`src/verilog/vmc_defs.svh`:
```
/*
 Offsets, field positions, reset values and fixed counts of the VME master control block.
 Assumes inclusion by bare name from the design files of this block.
*/
`ifndef VMC_DEFS_SVH
`define VMC_DEFS_SVH

// Register offsets
`define VMC_MASTER_CTL_OFS   12'h400
`define VMC_MISC_BUS_CONTROL_OFS     12'h404

// Master control field positions
`define VMC_RETRY_HI         31
`define VMC_RETRY_LO         28
`define VMC_PWREL_HI         27
`define VMC_PWREL_LO         24
`define VMC_REQLVL_HI        23
`define VMC_REQLVL_LO        22
`define VMC_REQPOL_BIT       21
`define VMC_RELPOL_BIT       20
`define VMC_FORCE_BIT        19
`define VMC_ACK_BIT          18
`define VMC_BURST_HI         13
`define VMC_BURST_LO         12
`define VMC_BUSNO_HI         7
`define VMC_BUSNO_LO         0

// Master control reset values
`define VMC_RETRY_RST        4'h8
`define VMC_PWREL_RST        4'h0
`define VMC_REQLVL_RST       2'h3
`define VMC_BURST_RST        2'h0
`define VMC_BUSNO_RST        8'h00

// Misc control: writable bits, write-only bits, reset value
`define VMC_MISC_WMASK       32'hf7dd0000
`define VMC_MISC_WOMASK      32'h00c00000
`define VMC_MISC_RST         32'h31040000

// Fixed counts and codes
`define VMC_RETRY_UNIT_SH    6
`define VMC_PWREL_BASE       13'h0080
`define VMC_PWREL_MAXCODE    4'h5
`define VMC_PWREL_EVERY      4'hf
`define VMC_DMA_WATERMARK    8'h80

`endif

```
`src/verilog/vmc_pkg.sv`:
```
/*
 Types of the VME master control block.
 Assumes the defs header for all numeric constants.
*/
`default_nettype none

package vmc_pkg;

    typedef struct packed {
        logic [3:0] retry_limit;
        logic [3:0] posted_write_release_count;
        logic [1:0] bus_request_level;
        logic       bus_request_policy;
        logic       bus_release_policy;
        logic [1:0] aligned_burst_size;
        logic [7:0] bus_number;
    } vmc_ctl_type;

    typedef struct packed {
        logic [1:0] level;
        logic       fair;
        logic       release_on_request;
    } vmc_req_cfg_type;

    typedef enum logic [2:0] {
        OWN_IDLE    = 3'b001,
        OWN_ACQUIRE = 3'b010,
        OWN_HELD    = 3'b100
    } vmc_own_state_type;

endpackage : vmc_pkg
`default_nettype wire

```
`src/verilog/vmc_retry_counter.sv`:
```
/*
 Counts target retries of the current PCI master transfer against a limit.
 Assumes retry and done pulses are single-cycle and synchronous to clk.
*/
`timescale 1ns/10ps
`default_nettype none
`include "vmc_defs.svh"

module vmc_retry_counter (
    // Clock and reset
    input  wire logic       clk,
    input  wire logic       reset,
    // Limit code
    input  wire logic [3:0] limit_code,
    // Transfer events
    input  wire logic       retry_seen,
    input  wire logic       xfer_done,
    // Result
    output logic            limit_hit
);

    logic [9:0] count_q;
    logic [9:0] limit;

    assign limit = {limit_code, 6'h00};

    always_ff @(posedge clk) begin
        if (reset || xfer_done) begin
            count_q   <= 10'h000;
            limit_hit <= 1'b0;
        end else if (retry_seen && limit_code != 4'h0 && (count_q + 10'h001) == limit) begin
            count_q   <= 10'h000;
            limit_hit <= 1'b1;
        end else begin
            limit_hit <= 1'b0;
            if (retry_seen && limit_code != 4'h0) begin
                count_q <= count_q + 10'h001;
            end
        end
    end

    a_retry_hit_count: assert property (@(posedge clk) disable iff (reset)
        limit_hit |-> $past(limit_code) != 4'h0 && $past(count_q) == $past(limit) - 10'h001)
        else $error("retry limit hit at wrong count");

endmodule : vmc_retry_counter
`default_nettype wire

```
`src/verilog/vmc_master_ctl.sv`:
```
/*
 VME master control: control registers, forced bus ownership, early bus-busy
 release for posted writes, PCI burst watermarks and configuration cycle type.
 Assumes all event inputs are single-cycle pulses synchronous to clk and that
 the register port is driven by the bridge's internal register decoder.
*/
`timescale 1ns/10ps
`default_nettype none
`include "vmc_defs.svh"

// How it works
// Retry limit code times 64, zero never
// Release count codes select 128 to 4096 bytes
// Drop bus busy after programmed posted bytes
// Code 1111 releases after every transaction
// Request level and demand or fair policy
// Release when done or on request
// Force bit acquires and holds bus busy
// Forced hold leaves target channel untouched
// No early release under forced ownership
// Acknowledge reads one only while held
// Software polls acknowledge zero before forcing
// Software drops force after bus error
// VME masters never set the force bit
// Burst size sets PCI split boundary
// Slave watermark from burst, DMA fixed
// Bus number match gives Type 0
module vmc_master_ctl (
    // Clock and reset
    input  wire logic                   clk,
    input  wire logic                   reset,
    // Register port
    input  wire logic [11:0]            reg_addr,
    input  wire logic                   reg_wr,
    input  wire logic                   reg_rd,
    input  wire logic [31:0]            reg_wdata,
    output logic [31:0]                 reg_rdata,
    // PCI master retry tracking
    input  wire logic                   pci_retry_seen,
    input  wire logic                   pci_xfer_done,
    output logic                        pci_retry_error,
    // VMEbus arbitration
    input  wire logic                   vme_grant,
    output logic                        vme_force_request,
    output logic                        vme_force_busy,
    output vmc_pkg::vmc_req_cfg_type    vme_req_cfg,
    // Posted write drain
    input  wire logic                   pw_draining,
    input  wire logic                   pw_bytes_valid,
    input  wire logic [3:0]             pw_bytes,
    input  wire logic                   vme_txn_end,
    output logic                        vme_early_release,
    // PCI burst control
    input  wire logic [7:0]             vs_fifo_bytes,
    input  wire logic [7:0]             dma_fifo_bytes,
    output logic [7:0]                  pci_burst_boundary,
    output logic                        vs_pci_request,
    output logic                        dma_pci_request,
    // Configuration cycle mapping
    input  wire logic                   cfg_map_valid,
    input  wire logic [23:16]           cfg_vme_addr,
    output logic                        cfg_type_valid,
    output logic                        cfg_type1
);

    vmc_pkg::vmc_ctl_type       ctl_q;
    vmc_pkg::vmc_own_state_type own_q;
    logic [31:0]                misc_q;
    logic                       force_q;
    logic [12:0]                pw_acc_q;
    logic [12:0]                pw_acc_sum;
    logic [12:0]                pw_limit;
    logic                       own_active;
    logic                       wr_master;
    logic                       wr_misc;

    // Burst size in bytes; reserved code falls back to the smallest
    function automatic logic [7:0] burst_bytes(input logic [1:0] code);
        case (code)
            2'h1:    burst_bytes = 8'h40;
            2'h2:    burst_bytes = 8'h80;
            default: burst_bytes = 8'h20;
        endcase
    endfunction : burst_bytes

    // Release byte count; zero for reserved and per-transaction codes
    function automatic logic [12:0] release_bytes(input logic [3:0] code);
        if (code <= `VMC_PWREL_MAXCODE) begin
            release_bytes = `VMC_PWREL_BASE << code[2:0];
        end else begin
            release_bytes = 13'h0000;
        end
    endfunction : release_bytes

    assign wr_master  = reg_wr && reg_addr == `VMC_MASTER_CTL_OFS;
    assign wr_misc    = reg_wr && reg_addr == `VMC_MISC_BUS_CONTROL_OFS;
    assign own_active = own_q != vmc_pkg::OWN_IDLE;

    // Master control fields
    always_ff @(posedge clk) begin
        if (reset) begin
            ctl_q.retry_limit                <= `VMC_RETRY_RST;
            ctl_q.posted_write_release_count <= `VMC_PWREL_RST;
            ctl_q.bus_request_level          <= `VMC_REQLVL_RST;
            ctl_q.bus_request_policy         <= 1'b0;
            ctl_q.bus_release_policy         <= 1'b0;
            ctl_q.aligned_burst_size         <= `VMC_BURST_RST;
            ctl_q.bus_number                 <= `VMC_BUSNO_RST;
        end else if (wr_master) begin
            ctl_q.retry_limit                <= reg_wdata[`VMC_RETRY_HI:`VMC_RETRY_LO];
            ctl_q.posted_write_release_count <= reg_wdata[`VMC_PWREL_HI:`VMC_PWREL_LO];
            ctl_q.bus_request_level          <= reg_wdata[`VMC_REQLVL_HI:`VMC_REQLVL_LO];
            ctl_q.bus_request_policy         <= reg_wdata[`VMC_REQPOL_BIT];
            ctl_q.bus_release_policy         <= reg_wdata[`VMC_RELPOL_BIT];
            ctl_q.aligned_burst_size         <= reg_wdata[`VMC_BURST_HI:`VMC_BURST_LO];
            ctl_q.bus_number                 <= reg_wdata[`VMC_BUSNO_HI:`VMC_BUSNO_LO];
        end
    end

    // Force bit follows every write of the master control word
    always_ff @(posedge clk) begin
        if (reset) begin
            force_q <= 1'b0;
        end else if (wr_master) begin
            force_q <= reg_wdata[`VMC_FORCE_BIT];
        end
    end

    // Misc control is stored only; write-only bits never stick
    always_ff @(posedge clk) begin
        if (reset) begin
            misc_q <= `VMC_MISC_RST;
        end else if (wr_misc) begin
            misc_q <= reg_wdata & `VMC_MISC_WMASK & ~`VMC_MISC_WOMASK;
        end
    end

    // Read data, one cycle after the read strobe
    always_ff @(posedge clk) begin
        if (reset) begin
            reg_rdata <= 32'h00000000;
        end else if (reg_rd) begin
            case (reg_addr)
                `VMC_MASTER_CTL_OFS: begin
                    reg_rdata <= 32'h00000000;
                    reg_rdata[`VMC_RETRY_HI:`VMC_RETRY_LO]   <= ctl_q.retry_limit;
                    reg_rdata[`VMC_PWREL_HI:`VMC_PWREL_LO]   <= ctl_q.posted_write_release_count;
                    reg_rdata[`VMC_REQLVL_HI:`VMC_REQLVL_LO] <= ctl_q.bus_request_level;
                    reg_rdata[`VMC_REQPOL_BIT]               <= ctl_q.bus_request_policy;
                    reg_rdata[`VMC_RELPOL_BIT]               <= ctl_q.bus_release_policy;
                    reg_rdata[`VMC_ACK_BIT]                  <= own_q == vmc_pkg::OWN_HELD;
                    reg_rdata[`VMC_BURST_HI:`VMC_BURST_LO]   <= ctl_q.aligned_burst_size;
                    reg_rdata[`VMC_BUSNO_HI:`VMC_BUSNO_LO]   <= ctl_q.bus_number;
                end
                `VMC_MISC_BUS_CONTROL_OFS: begin
                    reg_rdata <= misc_q;
                end
                default: begin
                    reg_rdata <= 32'h00000000;
                end
            endcase
        end
    end

    // Forced ownership: request, wait for grant, hold until force drops
    always_ff @(posedge clk) begin
        if (reset) begin
            own_q <= vmc_pkg::OWN_IDLE;
        end else begin
            case (own_q)
                vmc_pkg::OWN_IDLE: begin
                    if (force_q) begin
                        own_q <= vmc_pkg::OWN_ACQUIRE;
                    end
                end
                vmc_pkg::OWN_ACQUIRE: begin
                    if (!force_q) begin
                        own_q <= vmc_pkg::OWN_IDLE;
                    end else if (vme_grant) begin
                        own_q <= vmc_pkg::OWN_HELD;
                    end
                end
                vmc_pkg::OWN_HELD: begin
                    if (!force_q) begin
                        own_q <= vmc_pkg::OWN_IDLE;
                    end
                end
                default: begin
                    own_q <= vmc_pkg::OWN_IDLE;
                end
            endcase
        end
    end

    assign vme_force_request = own_q == vmc_pkg::OWN_ACQUIRE;
    assign vme_force_busy    = own_q == vmc_pkg::OWN_HELD;

    // Arbitration settings registered from the fields, one cycle behind them
    always_ff @(posedge clk) begin
        if (reset) begin
            vme_req_cfg <= '{level: `VMC_REQLVL_RST, fair: 1'b0, release_on_request: 1'b0};
        end else begin
            vme_req_cfg.level              <= ctl_q.bus_request_level;
            vme_req_cfg.fair               <= ctl_q.bus_request_policy;
            vme_req_cfg.release_on_request <= ctl_q.bus_release_policy;
        end
    end

    // Posted write byte count; keeps running under forced hold so
    // the target channel drain is not held up
    assign pw_acc_sum = pw_acc_q + {9'h000, pw_bytes};
    assign pw_limit   = release_bytes(ctl_q.posted_write_release_count);

    always_ff @(posedge clk) begin
        if (reset || !pw_draining) begin
            pw_acc_q <= 13'h0000;
        end else if (pw_bytes_valid) begin
            if (pw_limit != 13'h0000 && pw_acc_sum >= pw_limit) begin
                pw_acc_q <= 13'h0000;
            end else begin
                pw_acc_q <= pw_acc_sum;
            end
        end
    end

    always_ff @(posedge clk) begin
        if (reset) begin
            vme_early_release <= 1'b0;
        end else if (own_active) begin
            vme_early_release <= 1'b0;
        end else if (ctl_q.posted_write_release_count == `VMC_PWREL_EVERY) begin
            vme_early_release <= pw_draining && vme_txn_end;
        end else begin
            vme_early_release <= pw_draining && pw_bytes_valid && pw_limit != 13'h0000
                                 && pw_acc_sum >= pw_limit;
        end
    end

    // PCI burst boundary and bus request watermarks
    always_ff @(posedge clk) begin
        if (reset) begin
            pci_burst_boundary <= 8'h20;
            vs_pci_request     <= 1'b0;
            dma_pci_request    <= 1'b0;
        end else begin
            pci_burst_boundary <= burst_bytes(ctl_q.aligned_burst_size);
            vs_pci_request     <= vs_fifo_bytes >= burst_bytes(ctl_q.aligned_burst_size);
            dma_pci_request    <= dma_fifo_bytes >= `VMC_DMA_WATERMARK;
        end
    end

    // Configuration cycle type
    always_ff @(posedge clk) begin
        if (reset) begin
            cfg_type_valid <= 1'b0;
            cfg_type1      <= 1'b0;
        end else begin
            cfg_type_valid <= cfg_map_valid;
            if (cfg_map_valid) begin
                cfg_type1 <= cfg_vme_addr != ctl_q.bus_number;
            end
        end
    end

    vmc_retry_counter vmc_retry_counter_i (
        .clk        (clk),
        .reset      (reset),
        .limit_code (ctl_q.retry_limit),
        .retry_seen (pci_retry_seen),
        .xfer_done  (pci_xfer_done),
        .limit_hit  (pci_retry_error)
    );

    a_force_acquires: assert property (@(posedge clk) disable iff (reset)
        own_q == vmc_pkg::OWN_IDLE && force_q |=> vme_force_request)
        else $error("force bit did not start bus request");

    a_force_release: assert property (@(posedge clk) disable iff (reset)
        vme_force_busy && !force_q |=> !vme_force_busy)
        else $error("bus busy kept after force cleared");

    a_held_needs_grant: assert property (@(posedge clk) disable iff (reset)
        $rose(vme_force_busy) |-> $past(vme_grant) && $past(force_q))
        else $error("held without grant");

    a_no_early_forced: assert property (@(posedge clk) disable iff (reset)
        $past(own_active) |-> !vme_early_release)
        else $error("early release under forced ownership");

    a_every_txn: assert property (@(posedge clk) disable iff (reset)
        !own_active && ctl_q.posted_write_release_count == 4'hf && pw_draining && vme_txn_end
        && !wr_master |=> vme_early_release)
        else $error("missing per transaction release");

    a_release_bytes: assert property (@(posedge clk) disable iff (reset)
        vme_early_release && $past(ctl_q.posted_write_release_count) != 4'hf
        |-> $past(pw_acc_sum) >= $past(pw_limit) && $past(pw_limit) >= 13'h0080)
        else $error("early release before byte count");

    a_dma_watermark: assert property (@(posedge clk) disable iff (reset)
        dma_fifo_bytes == 8'h7f |=> !dma_pci_request)
        else $error("dma request below 128 bytes");

    a_cfg_type: assert property (@(posedge clk) disable iff (reset)
        cfg_map_valid && !wr_master
        |=> cfg_type_valid && cfg_type1 == ($past(cfg_vme_addr) != ctl_q.bus_number))
        else $error("wrong configuration cycle type");

    a_boundary_size: assert property (@(posedge clk) disable iff (reset)
        ctl_q.aligned_burst_size == 2'h2 && !wr_master |=> pci_burst_boundary == 8'h80)
        else $error("burst boundary not 128");

endmodule : vmc_master_ctl
`default_nettype wire

```
`config.mk`:
```
export PLATFORM = sky130hd
export DESIGN_NAME = vmc_master_ctl
export DESIGN_NICKNAME = d
export VERILOG_FILES = /design/src/verilog/vmc_pkg.sv /design/src/verilog/vmc_retry_counter.sv /design/src/verilog/vmc_master_ctl.sv
export VERILOG_INCLUDE_DIRS = /design/src /design/src/verilog
export SDC_FILE = /design/constraint.sdc
export NUM_CORES = 1
export LEC_CHECK = 0
export BUFFER_PORTS_ARGS = -buffer_cell sky130_fd_sc_hd__clkbuf_2
export CAP_MARGIN = 30
export CORE_MARGIN = 2
export CORE_UTILIZATION = 43
export DETAILED_ROUTE_END_ITERATION = 8
export PLACE_DENSITY = 0.72
export SLEW_MARGIN = 30
export SYNTH_ARGS = -nofsm -noshare
export SYNTH_HDL_FRONTEND = slang
export SYNTH_SLANG_ARGS = --single-unit
```
`constraint.sdc`:
```
create_clock -name clk -period 3.1 [get_ports clk]
set_input_delay 0.31 -clock clk [delete_from_list [all_inputs] [get_ports clk]]
set_output_delay 0.31 -clock clk [all_outputs]
set_load 0.1 [all_outputs]
```
==> qor.csv, run 1 <==
metric;value;unit
status;completed;
vias in the first global route;3916;
hold path endpoint;cfg_type1;
design area;5700;sq um
internal power;1.71;mW
Post-synth top flop;dfxtp_1;
Worst Tran Pin Value;1.08;ns
Die ar.;11900;sq um
synth unique cells;65;
Avg WL per Cell;14.5;um
clock buffer count from CTS;9;
Avg Synthesized Cell Area;8.97;sq um
DIE HEIGHT;109;um
Worst Path Buf+Inv;3;
Switching Share;26.9;%
worst stage delay on the critical path;0.36;ns
cell count after synthesis;531;
Flop pwr share;54.2;%
Detailed Place HPWL;8.08;mm
FF-to-FF End;pw_acc_q[4];
CTS tree;yes;
Final Max Slew Viols;0;
fillers;1027;
HP Class;primary input to register;
Reg2Reg Launch Point;pw_acc_q[0];
Initial Utilization;43.9;%
reg2reg setup slack;0.06;ns
slew margin rel.;27.8;%
Worst Hold Margin;0.143;ns
drt first pass iters;6;
Via density;5.18;
min Tclk post-route;3.04;ns
overall routing resource usage;19.4;%
final hold viol count;0;
first-pass GRT wire length;18.1;mm
CTS clk-pin slew, worst paths;0.10;ns
worst setup path class;register to register;
cell area after placement;5350;sq um
Worst Skew;0.0137;ns
crit path cell chain;ha_4 > inv_2 > fa_2 > nor2b_4 > o31ai_4 > or3_4 > xnor2_2 > ha_1 > nand4_1 > a21oi_2 > o41ai_2 > buf_4 > buf_6 > a31oi_4 > o2bb2ai_1;
Psw;0.632;mW
initial antenna violation count;0;
share of layout cells above drive strength 1;27.1;%
routability cong.;0.801;
startpoint types;register;
ys async rst share;0;%
HP Start;cfg_map_valid;
CP arrival;3.34;ns
Routed WL;11.4;mm
sequential area share after synthesis;41.2;%
H-tree levels;3;
Port Buf Inserts;108;
Leak;2.40;nW
total number of yosys warnings;0;
Core ar.;10800;sq um
placement row count;38;
Die Wd;109;um
Final setup viols;0;
RSZ-0062 raised after global routing;true;
final std cells w/o fill;785;
Worst setup EP type;register;
routed vias;4066;
largest net degree at the start of global routing;67;
Area growth, synth to finish;19.7;%
Pwr Density;411;nW/um^2
Min-Delay Path Depth;2;
nets;741;
post-route ant nets;0;
Post-Syn Area;4760;sq um
f_max;329;MHz
Clock Latency Late Sink;0.37;ns
CTS Hold Bufs;0;
DRC violations left;0;
critical path required time;3.41;ns
clk buf depth;2;
Total Power;2.34;mW
fin crit share;97.9;%
clock power share;35.4;%
Max Cap Violations;0;
I/O pin count;135;
Comb pwr share;10.4;%
reg2reg path depth;15;
CP Max Fanout;6;
placed insts;764;
global route overflow;0;
maximum VDD drop;250;uV
EDFF count, synth;0;
register bit count reported by yosys;98;
DRT iter0 DRCs;154;
Top Family by Delay on Critical Path;adder cells;
ant diodes;0;
CTS Root Cell;clkbuf_8;
Slowest cell on crit path;dfxtp_2;
Clock Sinks;98;
per-stage QoR:
stage	TNS, ns	setup WS (ns)	util, %
5_1_grt	-0.175	-0.0464	52.6
4_1_cts	-0.0125	-0.00819	51.9
6_report	0	0.0639	52.6
3_5_place_dp	-2.56	-0.270	49.3
2_1_floorplan	0	0.121	-
3_3_place_gp	-0.906	-0.126	49.3
power by group through the flow:
stage                     clock [mW]  sequential [mW]  combinational (mW)
after detailed placement           0             1.30               0.234
after global routing           0.908             1.27               0.261
after floorplan                    0             1.32               0.150
after CTS                      0.856             1.27               0.240
after global placement             0             1.30               0.228
final                          0.831             1.27               0.244
synth_stat cells (3+ instances only):
master / instances / area [sq um]
ha_1: 17 / 213
nand3_1: 15 / 75.1
and3_1: 4 / 25.0
nor2b_1: 10 / 62.6
and2_1: 4 / 25.0
buf_4: 14 / 105
o211ai_1: 4 / 30.0
a22o_1: 4 / 35.0
clkbuf_1: 10 / 37.5
nand2b_1: 4 / 25.0
a21boi_0: 4 / 30.0
nand4_1: 10 / 62.6
a31oi_1: 3 / 18.8
nor3_1: 9 / 45.0
a22oi_1: 15 / 113
a21oi_1: 28 / 140
mux2i_1: 33 / 330
o21ai_0: 10 / 50.1
inv_1: 14 / 52.6
nor4_1: 3 / 18.8
and3b_1: 3 / 26.3
xnor2_1: 6 / 52.6
dfxtp_1: 98 / 1960
buf_2: 8 / 40.0
nor2_1: 71 / 267
nand2_1: 51 / 191
o31ai_1: 6 / 45.0
a21o_1: 4 / 30.0
or2_2: 5 / 31.3
xor2_1: 19 / 166
or3_1: 4 / 25.0
final cells by class:
| type | count | area (sq um) | area share [%] |
|---|---|---|---|
| clock buffer | 10 | 128 | 2.24 |
| timing repair buffer | 126 | 683 | 12.0 |
| sequential | 98 | 1960 | 34.5 |
| tap | 140 | 175 | 3.07 |
| clock inverter | 6 | 65.1 | 1.14 |
| inverter | 16 | 60.1 | 1.05 |
| multi-input combinational | 389 | 2620 | 46.0 |
routing by layer:
| layer | GRT usage [%] | part of all wire, % |
|---|---|---|
| met1 | 24.4 | 44 |
| met2 | 32.3 | 49 |
| met3 | 4.12 | 4.8 |
| met4 | 8.14 | 1.8 |
| met5 | 0 | 0 |
state kept, by name (all words and copies together), names as in the netlist:
signal / flops
cfg_type1: 1
cfg_type_valid: 1
ctl_q: 22
dma_pci_request: 1
force_q: 1
misc_q: 11
own_q: 3
pci_burst_boundary: 3
pw_acc_q: 13
reg_rdata: 25
vmc_retry_counter_i.count_q: 10
vmc_retry_counter_i.limit_hit: 1
vme_early_release: 1
vme_req_cfg: 4
vs_pci_request: 1
how the worst max path moves through the flow:
stage,startpoint,end,cells after the start
5_1_grt,pw_acc_q[0],pw_acc_q[4],15
4_1_cts,pw_acc_q[0],pw_acc_q[4],15
3_5_place_dp,pw_bytes[0],pw_acc_q[12],14
6_report,pw_acc_q[0],pw_acc_q[4],15
2_1_floorplan,pw_acc_q[0],pw_acc_q[12],14
3_3_place_gp,pw_bytes[0],pw_acc_q[12],14
placed cells by master (no fill, tap or decap), drive strengths merged, types with 5 or more instances in the layout:
cell and instances:
inv 15, nand4 11, nand2 51, xor2 19
nand3 15, buf 18, and3 6, xnor2 6
o21ai 10, mux2i 33, nor2b 10, a22oi 15
o31ai 6, dfxtp 98, clkinv 5, ha 17
conb 12, nor2 71, nor3 9, clkbuf 118
or2 5, a21oi 28
what timing repair did:
item	CTS	global route
setup buffers	3	3
setup endpoints to repair	14	14
pin swaps	9	13
resized for setup	16	11
cell families after synthesis:
family	after synthesis	synth area share [%]
buffers and inverters	55	7.02
XOR/XNOR	25	4.60
AO/OA/AOI/OAI	94	13.5
flip-flops	98	41.2
adder cells (fa/ha/maj)	18	4.89
AND/OR/NAND/NOR	205	21.3
multiplexers	35	7.41
other	1	0.0787
(Power assumes the default switching activity.)
==> run 2, diff against run 1 <==
--- a/config.mk
+++ b/config.mk
@@ -11,8 +11,9 @@
 export CORE_MARGIN = 2
 export CORE_UTILIZATION = 43
 export DETAILED_ROUTE_END_ITERATION = 8
-export PLACE_DENSITY = 0.72
+export PLACE_DENSITY = 0.71
 export SLEW_MARGIN = 30
 export SYNTH_ARGS = -nofsm -noshare
 export SYNTH_HDL_FRONTEND = slang
+export SYNTH_HIERARCHICAL = 1
 export SYNTH_SLANG_ARGS = --single-unit
==> run 2 against run 1 <==
Synthesized area is 0.18% lower. Final area grew 0.29%. Maximum frequency up 1.9%. Flip-flop and latch count did not move. Critical endpoint is now pw_acc_q[6]. Total power decreased by 2.0%. Hold slack gained 0.0045 ns. Worst setup slack gained 0.058 ns. Clock power down 6.0%. Combinational power is essentially flat. Global-route usage is 0.11 points higher.
==> qor.csv, run 2 <==
metric;value;unit;change
share of layout cells above drive strength 1;26.9;%;-0.19 points
CTS tree;yes;;
Avg Synthesized Cell Area;8.60;sq um;-4.2%
overall routing resource usage;19.5;%;+0.11 points
CTS Root Cell;clkbuf_8;;
drt first pass iters;4;;-2
Post-synth top cells;dfxtp_1 (98), nand2_1 (89), a21oi_1 (48), nor2_1 (48), inv_1 (18);;
CTS Hold Bufs;0;;unchanged
Worst Skew;0.0125;ns;-0.00129 ns
CTS clk-pin slew, worst paths;0.10;ns;about the same
crit path cell chain;ha_4 > inv_2 > fa_2 > nor2b_2 > o21a_4 > o2111ai_4 > xnor2_1 > ha_1 > and4_1 > o211a_1 > a211oi_2 > or3b_1 > a31oi_1;;
post-route ant nets;0;;unchanged
synth top area cells;dfxtp_1 (41%), nand2_1 (7.0%), a21oi_1 (5.1%);;
Final Max Slew Viols;0;;unchanged
routability cong.;0.853;;+6.5%
hold path endpoint;dma_pci_request;;
FF-to-FF End;pw_acc_q[6];;
Via density;5.26;;+1.6%
main combinational cell family by area after synthesis;simple AND/OR/NAND/NOR gates;;
worst slack at placement;-0.140;ns;+0.130 ns
most frequent cells in the layout;clkbuf_2 (108), dfxtp_1 (97), nand2_1 (89), nor2_1 (48), a21oi_1 (47);;
critical path required time;3.40;ns;about the same
Synth Area in Compound Gates;16.2;%;+2.7 points
routed vias;4254;;+4.6%
Final setup viols;0;;unchanged
post-synth top area share;41.3;%;+0.076 points
CP arrival;3.28;ns;-0.06 ns
Routed WL;11.7;mm;+2.7%
EDFF count, synth;0;;unchanged
Min-Delay Path Depth;2;;unchanged
Max Cap Violations;0;;unchanged
cell count after synthesis;553;;+4.1%
adder-cell area share of the yosys netlist;4.90;%;+0.0090 points
most flop-heavy register;reg_rdata;;
Worst Path Buf+Inv;1;;-2
Worst setup EP type;register;;
Leak;2.37;nW;-1.3%
slew margin rel.;37.3;%;+9.5 points
I/O pin count;135;;unchanged
clk buf depth;2;;unchanged
status;completed;;
Die ar.;11900;sq um;-0.17%
fin worst setup slack;0.122;ns;+0.0579 ns
Post-Syn Area;4750;sq um;-0.18%
Total Power;2.30;mW;-2.0%
Initial Utilization;44.0;%;+0.11 points
fillers;1001;;-2.5%
min Tclk post-route;2.98;ns;-0.0579 ns
Clock Latency Late Sink;0.37;ns;about the same
CP Max Fanout;4;;-2
Pwr Density;402;nW/um^2;-2.3%
Largest regs;reg_rdata x25, ctl_q x22, pw_acc_q x13;;
startpoint types;register;;
placement row count;38;;unchanged
reg2reg path depth;13;;-2
Final Util;52.9;%;+0.38 points
Avg WL per Cell;14.4;um;-0.25%
DIE HEIGHT;109;um;about the same
Reg2Reg Launch Point;pw_acc_q[0];;
area of the multi-input gates;2650;sq um;+1.1%
Register Area;1960;sq um;unchanged
Port Buf Inserts;108;;unchanged
max reg flops;25;;unchanged
H-tree levels;3;;unchanged
Synth Area in Simple Gates;23.6;%;+2.2 points
Post-synth top flop;dfxtp_1;;
initial antenna violation count;0;;unchanged
top-count cell post-synth;dfxtp_1;;
f_max;336;MHz;+1.9%
HP Class;primary input to register;;
first-pass GRT wire length;18.3;mm;+0.80%
worst setup path class;register to register;;
largest net degree at the start of global routing;76;;+13%
DRC violations left;0;;unchanged
worst stage delay on the critical path;0.37;ns;about the same
global route overflow;0;;unchanged
HP Start;dma_fifo_bytes[7];;
synth unique cells;69;;+6.2%
final hold viol count;0;;unchanged
DRT iter0 DRCs;241;;+56%
reg2reg setup slack;0.12;ns;+0.06 ns
Die Wd;109;um;about the same
most common cell after layout, fill and taps aside;clkbuf_2;;
multiplexer share of the synthesized area;2.37;%;-5.0 points
vias in the first global route;3870;;-1.2%
Synth Area in XOR/XNOR;5.34;%;+0.75 points
setup TNS;0;ns;unchanged
nets;764;;+3.1%
ant diodes;0;;unchanged
Detailed Place HPWL;8.18;mm;+1.2%
register bit count reported by yosys;98;;unchanged
Clock Sinks;98;;unchanged
ys async rst share;0;%;unchanged
sequential area share after synthesis;41.3;%;+0.076 points
maximum VDD drop;238;uV;-4.7%
Top Family by Delay on Critical Path;adder cells;;
Worst Tran Pin Value;0.930;ns;-0.149 ns
total number of yosys warnings;6;;+6
area leader, netlist;dfxtp_1;;
Core ar.;10800;sq um;-0.44%
Area growth, synth to finish;20.2;%;
Slowest cell on crit path;fa_2;;
clock buffer count from CTS;9;;unchanged
fin crit share;96.1;%;-1.9 points
==> run 2: changes by cell type in the layout (fill, tap and decap cells not counted), moves of 5 or more <==
cell	before	now
nand2_1	49	89
xnor2_1	5	14
nor4_1	3	12
nor2_1	71	48
a21oi_1	27	47
mux2i_1	33	9
xor2_1	19	14
==> run 2: routing by layer <==
metal / global-route usage, % / part of all wire, % / up-vias
li1: - / - / 2129
met1: 25.5 / 45 / 2001
met2: 31.4 / 47 / 108
met3: 4.78 / 5.7 / 16
met4: 6.96 / 1.5 / 0
met5: 0 / 0 / -
==> run 2: where the power goes <==
group | switching, mW | internal [mW]
registers | 0.00465 | 1.26
logic | 0.176 | 0.0708
clock network | 0.477 | 0.304
total | 0.657 | 1.64
==> run 2: how the worst max path moves through the flow <==
| stage | cells past startpoint | slack (ns) | startpoint | endpoint |
|---|---|---|---|---|
| 6_report | 13 | 0.12 | pw_acc_q[0] | pw_acc_q[6] |
| 5_1_grt | 14 | -0.05 | pw_acc_q[0] | pw_acc_q[1] |
| 4_1_cts | 14 | 0.009 | pw_acc_q[0] | pw_acc_q[12] |
| 3_5_place_dp | 15 | -0.14 | pw_bytes[0] | pw_acc_q[1] |
| 3_3_place_gp | 14 | -0.01 | pw_bytes[0] | pw_acc_q[6] |
| 2_1_floorplan | 13 | 0.04 | pw_acc_q[0] | pw_acc_q[6] |
==> run 2: logic make-up (layout without fill, tap and decap cells) <==
| group | after synthesis | in the layout |
|---|---|---|
| compound gates | 115 | 115 |
| flops | 98 | 98 |
| xor+xnor | 29 | 29 |
| mux | 11 | 11 |
| buf+inv | 57 | 161 |
| simple gates | 224 | 224 |
| other cells | 1 | 12 |
| fa+ha+maj | 18 | 18 |
==> run 2: cell type report <==
type / instances / area share [%]
multi-input cells: 409 / 46.4
flip-flops and latches: 98 / 34.4
repair buffers: 125 / 11.7
well taps: 140 / 3.07
clock buffers: 10 / 2.23
inverters: 20 / 1.31
clock inverters: 6 / 0.876
==> run 2: what timing repair did <==
action                                  in CTS  in global routing
cloned                                       0                  1
endpoints found under the setup margin       6                 14
resized for setup                            4                 22
setup buffers                                0                  4
pin swaps                                    3                  9
==> run 2: per-stage QoR <==
stage               area [sq um]  instances  hold slack [ns]
finish                      5710        808            0.148
detailed placement          5380        787            0.437
global placement            5380        787            0.433
CTS                         5570        803            0.124
global route                5710        808            0.141
floorplan                   4800        564            0.388
